**config.mk**
```make
export PLATFORM = sky130hd
export DESIGN_NAME = fspc_ctrl
export DESIGN_NICKNAME = d
export VERILOG_FILES = /design/src/pkg/fspc_pkg.sv /design/src/rtl/fspc_page_buf.sv /design/src/rtl/fspc_ctrl.sv
export VERILOG_INCLUDE_DIRS = /design/src /design/src/pkg
export SDC_FILE = /design/constraint.sdc
export NUM_CORES = 1
export LEC_CHECK = 0
export BUFFER_PORTS_ARGS = -buffer_cell sky130_fd_sc_hd__buf_2
export CAP_MARGIN = 25
export CORE_ASPECT_RATIO = 2
export CORE_MARGIN = 10
export CORE_UTILIZATION = 50
export DETAILED_ROUTE_END_ITERATION = 8
export GPL_TIMING_DRIVEN = 0
export HOLD_SLACK_MARGIN = 0.1
export PLACE_DENSITY = 0.75
export SLEW_MARGIN = 20
export SYNTH_ARGS = -nofsm -noshare
export SYNTH_HDL_FRONTEND = slang
export SYNTH_SLANG_ARGS = --single-unit
export TNS_END_PERCENT = 10
```
**constraint.sdc**
```tcl
create_clock -name i_clk -period 3.16 [get_ports i_clk]
set_clock_uncertainty 0.1 [all_clocks]
set_input_delay 0.632 -clock i_clk [delete_from_list [all_inputs] [get_ports i_clk]]
set_output_delay 0.632 -clock i_clk [all_outputs]
set_load 0.005 [all_outputs]
```
**src/pkg/fspc_params.svh**
```systemverilog
// Constants for the flash self-program controller: bit positions, timing, reset values.
// Assumes a 25 MHz system clock and a 32-word page of 16-bit words.
// Summary of operation
// - Store target comes from a 16-bit pointer: low bits word, upper bits page.
// - Erase or write latches its page; later pointer changes do not matter.
// - Program-memory load uses the full pointer as byte address, bit 0 picks byte.
// - Pattern X0000011 then store erases the page; operand and word bits ignored.
// - Erase or write of the no-read-while-write section halts the core.
// - Pattern 00000001 then store loads the operand into the addressed buffer slot.
// - Buffer clears after page write, a re-enable write while idle, and reset.
// - Each buffer slot takes one load between clears.
// - An EEPROM write during page loading discards all loaded words.
// - Buffer loads in any order, before erase or between erase and write.
// - Enabled interrupt request stays high while the enable bit is clear.
// - Read-while-write section reads blocked during programming; busy flag held.
// - Writing the re-enable bit while idle clears the section busy flag.
// - Pattern X0001001 then store programs locks from operand bits 5..0.
// - Zero operand bits program their lock bit; ones leave it unchanged.
// - Lock programming keeps all memory readable and never stalls the core.
// - EEPROM write in progress refuses all program and lock operations and lock-bit reads.
// - Enable and lock-select clear without store in four cycles; a lock-bit load in the first three also clears them.
// - Lock bits: one is unprogrammed, zero is programmed.
// - Each erase, write or lock write lasts 3.7 ms to 4.5 ms.
`ifndef FSPC_PARAMS_SVH
`define FSPC_PARAMS_SVH
`define FSPC_EN_BIT 0
`define FSPC_ERASE_BIT 1
`define FSPC_WRITE_BIT 2
`define FSPC_LSEL_BIT 3
`define FSPC_REEN_BIT 4
`define FSPC_IRQEN_BIT 7
`define FSPC_WORD_LSB 1
`define FSPC_WORD_MSB 5
`define FSPC_PAGE_LSB 6
`define FSPC_NO_READ_WHILE_WRITE_SECTION_PAGE 10'h380
`define FSPC_LOCK_PTR 16'h0001
`define FSPC_LOCK_RST 6'h3f
`define FSPC_ERASED_WORD 16'hffff
`define FSPC_STORE_WIN 3'h4
`define FSPC_LOAD_WIN 3'h3
`define FSPC_CLK_PERIOD_NS 40
`define FSPC_OP_MIN_NS 3700000
`define FSPC_OP_MAX_NS 4500000
`define FSPC_OP_CYCLES ((`FSPC_OP_MIN_NS + `FSPC_CLK_PERIOD_NS - 1) / `FSPC_CLK_PERIOD_NS)
`endif

```
**src/pkg/fspc_pkg.sv**
```systemverilog
// Types of the flash self-program controller.
// Widths follow a 16-bit pointer, 10-bit page index and 32-word page.
package fspc_pkg;
    typedef enum logic [2:0] {FSPC_IDLE = 3'b001, FSPC_ARM = 3'b010, FSPC_BUSY = 3'b100}
        fspc_state_type;
    typedef enum logic [1:0] {FSPC_K_LOAD, FSPC_K_ERASE, FSPC_K_WRITE, FSPC_K_LOCK}
        fspc_kind_type;
    typedef struct packed {logic we; logic [7:0] wdata;} fspc_csr_type;
    typedef struct packed {logic store; logic load; logic [15:0] ptr; logic [15:0] operand;}
        fspc_req_type;
    typedef struct packed {logic start; fspc_kind_type kind; logic [9:0] page;} fspc_op_type;
    typedef struct packed {logic valid; logic [14:0] word; logic hi;} fspc_rd_type;
    typedef struct packed {
        fspc_state_type st;
        fspc_kind_type kind;
        logic en;
        logic erase;
        logic write;
        logic lsel;
        logic irq_en;
        logic sbusy;
        logic halt;
        logic irq;
        logic [2:0] win;
        logic [16:0] cnt;
        logic [5:0] lockv;
        logic [5:0] lock;
        fspc_op_type op;
        fspc_rd_type rd;
        logic ld_valid;
        logic [7:0] ld_data;
    } fspc_regs_type;
    typedef struct packed {
        logic [31:0][15:0] mem;
        logic [31:0] full;
        logic [15:0] rd_data;
    } fspc_buf_type;
endpackage

```
**src/rtl/fspc_page_buf.sv**
```systemverilog
// Temporary page buffer: 32 words of 16 bits with a fill mark per slot.
// Assumes clear and write come from controller logic on the same clock.
`timescale 1ns/1ps
`include "fspc_params.svh"
module fspc_page_buf
(
    // Clock and reset
    input wire logic i_clk,
    input wire logic i_rst_b,
    // Control
    input wire logic i_clr,
    input wire logic i_wr,
    input wire logic [4:0] i_wr_idx,
    input wire logic [15:0] i_wr_data,
    // Read port
    input wire logic [4:0] i_rd_idx,
    output logic [15:0] o_rd_data
);
    fspc_pkg::fspc_buf_type q, n;

    always_comb
    begin
        n = q;
        if (i_clr)
        begin
            n.full = '0;
        end
        if (i_wr && !n.full[i_wr_idx])
        begin
            n.mem[i_wr_idx] = i_wr_data;
            n.full[i_wr_idx] = 1'b1;
        end
        n.rd_data = q.full[i_rd_idx] ? q.mem[i_rd_idx] : `FSPC_ERASED_WORD;
    end

    always_ff @(posedge i_clk)
    begin
        if (!i_rst_b)
        begin
            q <= '0;
        end
        else
        begin
            q <= n;
        end
    end

    assign o_rd_data = q.rd_data;
endmodule

```
**src/rtl/fspc_ctrl.sv**
```systemverilog
// Flash self-program controller: control register, store and load sequencing, timing.
// Assumes the core presents store and load as one-cycle strobes on the system clock.
`timescale 1ns/1ps
`include "fspc_params.svh"
module fspc_ctrl
#(
    parameter int P_OP_CYCLES = `FSPC_OP_CYCLES
)
(
    // Clock and reset
    input wire logic i_clk,
    input wire logic i_rst_b,
    // Control register access
    input wire fspc_pkg::fspc_csr_type i_csr,
    output logic [7:0] o_csr_rdata,
    // Core store and load requests
    input wire fspc_pkg::fspc_req_type i_req,
    output logic o_ld_valid,
    output logic [7:0] o_ld_data,
    output logic o_core_halt,
    output logic o_irq,
    // EEPROM status
    input wire logic i_eeprom_busy,
    input wire logic i_eeprom_wr_start,
    // Flash array side
    output fspc_pkg::fspc_op_type o_op,
    output fspc_pkg::fspc_rd_type o_rd,
    output logic o_sect_busy,
    output logic [5:0] o_lock,
    input wire logic [4:0] i_buf_idx,
    output logic [15:0] o_buf_data
);
    fspc_pkg::fspc_regs_type q, n;
    logic buf_clr;
    logic buf_wr;
    logic [9:0] req_page;

    function automatic logic is_no_read_while_write_section(input logic [9:0] page);
        is_no_read_while_write_section = page >= `FSPC_NO_READ_WHILE_WRITE_SECTION_PAGE;
    endfunction

    assign req_page = i_req.ptr[15:`FSPC_PAGE_LSB];

    always_comb
    begin
        n = q;
        buf_clr = 1'b0;
        buf_wr = 1'b0;
        n.op.start = 1'b0;
        n.rd.valid = 1'b0;
        n.ld_valid = 1'b0;
        case (q.st)
            fspc_pkg::FSPC_IDLE:
            begin
                if (i_csr.we && !i_eeprom_busy)
                begin
                    n.irq_en = i_csr.wdata[`FSPC_IRQEN_BIT];
                    if (i_csr.wdata[`FSPC_REEN_BIT])
                    begin
                        buf_clr = 1'b1;
                        n.sbusy = 1'b0;
                    end
                    else if (i_csr.wdata[`FSPC_EN_BIT])
                    begin
                        n.en = 1'b1;
                        n.erase = i_csr.wdata[`FSPC_ERASE_BIT];
                        n.write = i_csr.wdata[`FSPC_WRITE_BIT];
                        n.lsel = i_csr.wdata[`FSPC_LSEL_BIT];
                        n.win = '0;
                        n.st = fspc_pkg::FSPC_ARM;
                    end
                end
            end
            fspc_pkg::FSPC_ARM:
            begin
                n.win = q.win + 3'h1;
                if (i_req.store && !i_eeprom_busy)
                begin
                    n.op.page = req_page;
                    n.cnt = '0;
                    if (q.erase)
                    begin
                        n.kind = fspc_pkg::FSPC_K_ERASE;
                    end
                    else if (q.write)
                    begin
                        n.kind = fspc_pkg::FSPC_K_WRITE;
                    end
                    else if (q.lsel)
                    begin
                        n.kind = fspc_pkg::FSPC_K_LOCK;
                        n.lockv = i_req.operand[5:0];
                    end
                    else
                    begin
                        n.kind = fspc_pkg::FSPC_K_LOAD;
                        buf_wr = 1'b1;
                    end
                    if (n.kind == fspc_pkg::FSPC_K_LOAD)
                    begin
                        n.en = 1'b0;
                        n.st = fspc_pkg::FSPC_IDLE;
                    end
                    else
                    begin
                        n.op.start = 1'b1;
                        n.op.kind = n.kind;
                        n.st = fspc_pkg::FSPC_BUSY;
                        if (n.kind != fspc_pkg::FSPC_K_LOCK)
                        begin
                            n.sbusy = 1'b1;
                            n.halt = is_no_read_while_write_section(req_page);
                        end
                    end
                end
                else if (i_req.load && q.lsel && q.win < `FSPC_LOAD_WIN && !i_eeprom_busy)
                begin
                    n.ld_valid = 1'b1;
                    n.ld_data = (i_req.ptr == `FSPC_LOCK_PTR) ? {2'b11, q.lock} : 8'hff;
                    n.en = 1'b0;
                    n.lsel = 1'b0;
                    n.st = fspc_pkg::FSPC_IDLE;
                end
                else if (q.win == `FSPC_STORE_WIN - 3'h1)
                begin
                    n.en = 1'b0;
                    n.erase = 1'b0;
                    n.write = 1'b0;
                    n.lsel = 1'b0;
                    n.st = fspc_pkg::FSPC_IDLE;
                end
            end
            fspc_pkg::FSPC_BUSY:
            begin
                n.cnt = q.cnt + 17'h1;
                if (q.cnt == 17'(P_OP_CYCLES - 1))
                begin
                    n.st = fspc_pkg::FSPC_IDLE;
                    n.en = 1'b0;
                    n.erase = 1'b0;
                    n.write = 1'b0;
                    n.lsel = 1'b0;
                    n.halt = 1'b0;
                    if (q.kind == fspc_pkg::FSPC_K_WRITE)
                    begin
                        buf_clr = 1'b1;
                    end
                    if (q.kind == fspc_pkg::FSPC_K_LOCK)
                    begin
                        n.lock = q.lock & q.lockv;
                    end
                end
            end
            default:
            begin
                n.st = fspc_pkg::FSPC_IDLE;
            end
        endcase
        if (i_req.load && !(q.st == fspc_pkg::FSPC_ARM && q.lsel))
        begin
            if (q.sbusy && !is_no_read_while_write_section(req_page))
            begin
                n.rd.valid = 1'b0;
            end
            else
            begin
                n.rd.valid = 1'b1;
                n.rd.word = i_req.ptr[15:1];
                n.rd.hi = i_req.ptr[0];
            end
        end
        if (i_eeprom_wr_start)
        begin
            buf_clr = 1'b1;
        end
        n.irq = n.irq_en && !n.en;
    end

    always_ff @(posedge i_clk)
    begin
        if (!i_rst_b)
        begin
            q <= '0;
            q.st <= fspc_pkg::FSPC_IDLE;
            q.lock <= `FSPC_LOCK_RST;
        end
        else
        begin
            q <= n;
        end
    end

    fspc_page_buf u_buf
    (
        .i_clk(i_clk),
        .i_rst_b(i_rst_b),
        .i_clr(buf_clr),
        .i_wr(buf_wr),
        .i_wr_idx(i_req.ptr[`FSPC_WORD_MSB:`FSPC_WORD_LSB]),
        .i_wr_data(i_req.operand),
        .i_rd_idx(i_buf_idx),
        .o_rd_data(o_buf_data)
    );

    assign o_csr_rdata = {q.irq_en, q.sbusy, 2'b00, q.lsel, q.write, q.erase, q.en};
    assign o_ld_valid = q.ld_valid;
    assign o_ld_data = q.ld_data;
    assign o_core_halt = q.halt;
    assign o_irq = q.irq;
    assign o_op = q.op;
    assign o_rd = q.rd;
    assign o_sect_busy = q.sbusy;
    assign o_lock = q.lock;
endmodule

```
==> qor.yml <==
yosys:
  synth_seq_area_share: 0.440
  synth_cell_types: 61
  synth_area_mm2: 0.0293
  ys_warn_count: 0
  netlist_instances: 2731
  synth_ff_type: "dfxtp_1"
  synth_seq_cells: 643
  ys_async_sr_fraction: 0
  avgSynthCellArea_um2: 10.7
  synth_edf_count: 0
critical_path:
  setup.worst_path.start: "i_buf_idx[0]"
  cp-endpoint: "u_buf.o_rd_data[7]$_SDFF_PN0_"
  slowest_delay_ns: 0.59
  r2r-start: "q[82]$_SDFFE_PN0P_"
  path_cells: "buf_2 > clkbuf_4 > mux4_2 > mux4_2 > mux2i_1 > nand2_1 > clkbuf_1 > nand2_1"
  ff2ff_path_depth: 7
  critPathCaptureType: "register"
  crit_path_start_kind: "input port"
  critPathSlowestCell: "mux4_2"
  arrival_ns: 3.63
  crit_required_ns: 3.59
  r2r_slack_ns: 0.04
  r2r_end: "u_buf.q[57]$_SDFFE_PN0P_"
  worstSetupPathType: "in -> reg"
  crit_fanout: 10
floorplanning:
  start_util: 0.504
  die_area_mm2: 0.0692
  io_pins: 124
  rows: 125
  core_mm2: 0.0580
  die_x_um: 191
  die_h_um: 362
placement:
  port_buffers: 94
  placedCellCount: 3593
  placed_cell_area_mm2: 0.0308
  gp_congestion: 0.960
  dp_hpwl_mm: 73.9
layout:
  drive_above_1_share: 0.196
  final-seq-area_mm2: 0.0129
  multi_input_area_mm2: 0.0145
  final_util: 0.564
  antenna-diode-count: 0
  nNetsFinal: 2949
  fin_area_mm2: 0.0327
  finalNonFillerCells: 3695
  fillCellCount: 4812
  area_growth_pct: 11.8
sta:
  fin_crit_sh: 1.01
  finalHoldViolations: 0
  finalWorstSetupSlack_ns: -0.0345
  setup_viol: 3
  rsz0062_at_grt: "true"
  drv_slew: 0
  slew_headroom: 0.274
  period_minus_slack_ns: 3.19
  worstMarginPinSlew_ns: 1.09
  fmax_mhz: 313
  holdWs_ns: 0.167
route:
  viasPerCell: 5.85
  wl_mm: 92.8
  drc: 0
  drt-initial-drc-count: 1488
  post_drt_wl_per_cell_um: 25.1
  detail-route-antenna-nets: 0
  vias: 21600
  dr.pass1.iters: 5
grt:
  grt_usage: 0.262
  overflow: 0
  grt_pass1_vias: 23300
  grt_max_degree: 17
  antenna_found_initial: 1
  grt_first_pass_wirelength_mm: 136
clocking:
  cts_root_buf: "clkbuf_16"
  clk_pin_slew_ns: 0.07
  insertion_delay_ns: 0.62
  cts_made_buffers: 54
  cts_sinks: 643
  htreeDepth: 2
  cts_tree: "yes"
  clk_path_buf_depth: 3
worst_hold_path:
  hp-class: "in -> reg"
  worstHoldPathCells: 3
power_and_ir_drop:
  p_leak_uw: 0.0151
  total_power_uw: 16300
  vdd_ir_drop_max_v: 0.000465
  powerDensity_mw_per_mm2: 499
status:
  violations: "setup timing"
  status: "complete, but fails checks"
job:
  drv_cap: 0
-- worst min path at each step --
| stage | startpoint | end | slack, ns |
|---|---|---|---|
| after floorplan | u_buf.q[176]$_SDFFE_PN0P_ | u_buf.q[176]$_SDFFE_PN0P_ | 0.33 |
| after global placement | u_buf.q[185]$_SDFFE_PN0P_ | u_buf.q[185]$_SDFFE_PN0P_ | 0.34 |
| after detailed placement | u_buf.q[343]$_SDFFE_PN0P_ | u_buf.q[343]$_SDFFE_PN0P_ | 0.35 |
| after CTS | i_csr[3] | o_csr_rdata[3]$_SDFFE_PN0P_ | 0.16 |
| after global routing | i_csr[3] | o_csr_rdata[3]$_SDFFE_PN0P_ | 0.18 |
| final | i_csr[3] | o_csr_rdata[3]$_SDFFE_PN0P_ | 0.17 |
-- metal layers --
metal / part of all wire / wire, um / track usage / up-vias
met2: 0.55 / 50900 / 0.500 / 868
met4: 0.10 / 9460 / 0.246 / 2
met5: 0.00012 / 11 / 0 / -
met1: 0.30 / 28200 / 0.226 / 10600
met3: 0.045 / 4210 / 0.0325 / 407
li1: - / - / - / 9719
-- state kept, by name, summed over array words and instances, names as in the netlist --
name	cells
u_buf.q	544
q	31
o_rd	17
u_buf.o_rd_data	16
o_op	13
o_ld_data	7
o_lock	6
o_csr_rdata	5
o_core_halt	1
o_irq	1
o_ld_valid	1
o_sect_busy	1
-- critical path, delay by kind of cell --
kind,cells,cell delay [ns]
mux,3,1.21
buf+inv,3,1.09
simple gates,2,0.66
-- Yosys cell counts (18+ instances only) --
| cell | n | area, um2 |
|---|---|---|
| a21boi_0 | 32 | 240 |
| a21boi_1 | 20 | 150 |
| and2_1 | 18 | 113 |
| buf_2 | 20 | 100 |
| buf_4 | 79 | 593 |
| buf_6 | 45 | 507 |
| clkbuf_1 | 172 | 646 |
| dfxtp_1 | 643 | 12900 |
| mux2i_1 | 517 | 5170 |
| mux4_2 | 172 | 3870 |
| nand2_1 | 567 | 2130 |
| nand3_1 | 54 | 270 |
| nor2_1 | 45 | 169 |
| nor2b_1 | 125 | 782 |
| o21ai_0 | 49 | 245 |
| o21ai_2 | 20 | 175 |
-- cells by family after synthesis --
kind of cell,after synthesis,synth area share
DFF,643,0.440
and+or+nand+nor,863,0.133
AOI/OAI and AO/OA,178,0.0430
other,1,0.000128
muxes,706,0.316
buffers and inverters,337,0.0669
adders and majority gates,3,0.00128
-- cell type report --
cell class                      count  share of cell area
Multi-Input combinational cell   1752               0.442
Sequential cell                   643               0.393
Buffer                            328              0.0595
Clock buffer                       77              0.0482
Tap cell                          762              0.0291
Timing Repair Buffer              106              0.0184
Clock inverter                     18             0.00868
Inverter                            9             0.00103
-- repair_timing --
action	in CTS	in global routing
setup buffers	2	2
gates cloned	0	0
hold buffers	0	0
pin swaps	1	2
gates resized for setup	10	8
setup endpoints to repair	81	344
-- stage by stage --
| step | setup WS [ns] | TNS, ns |
|---|---|---|
| 2_1_floorplan | 0.211 | 0 |
| 3_3_place_gp | -1.14 | -39.49 |
| 3_5_place_dp | -1.21 | -57.68 |
| 4_1_cts | 0.00752 | 0 |
| 5_1_grt | -0.0430 | -0.0989 |
| 6_report | -0.0345 | -0.0403 |
-- power by group --
group / switching, uW / internal, uW / leakage [uW]
Combinational: 708 / 323 / 0.00898
Sequential: 23.3 / 8130 / 0.00519
Clock: 3120 / 4040 / 0.000908
Total: 3850 / 12500 / 0.0151
-- cells in the final DEF, fill, tap and decap left out, drive strengths merged, types with 45 or more instances in the layout --
cell type	netlist	final
o21ai	69	69
nor2b	125	125
nand3	54	54
buf	156	261
mux2i	517	517
a21boi	52	52
nand2	568	568
dfxtp	643	643
nor2	45	45
clkbuf	172	250
mux4	172	172
No activity file was read; power rests on OpenSTA's default activity.
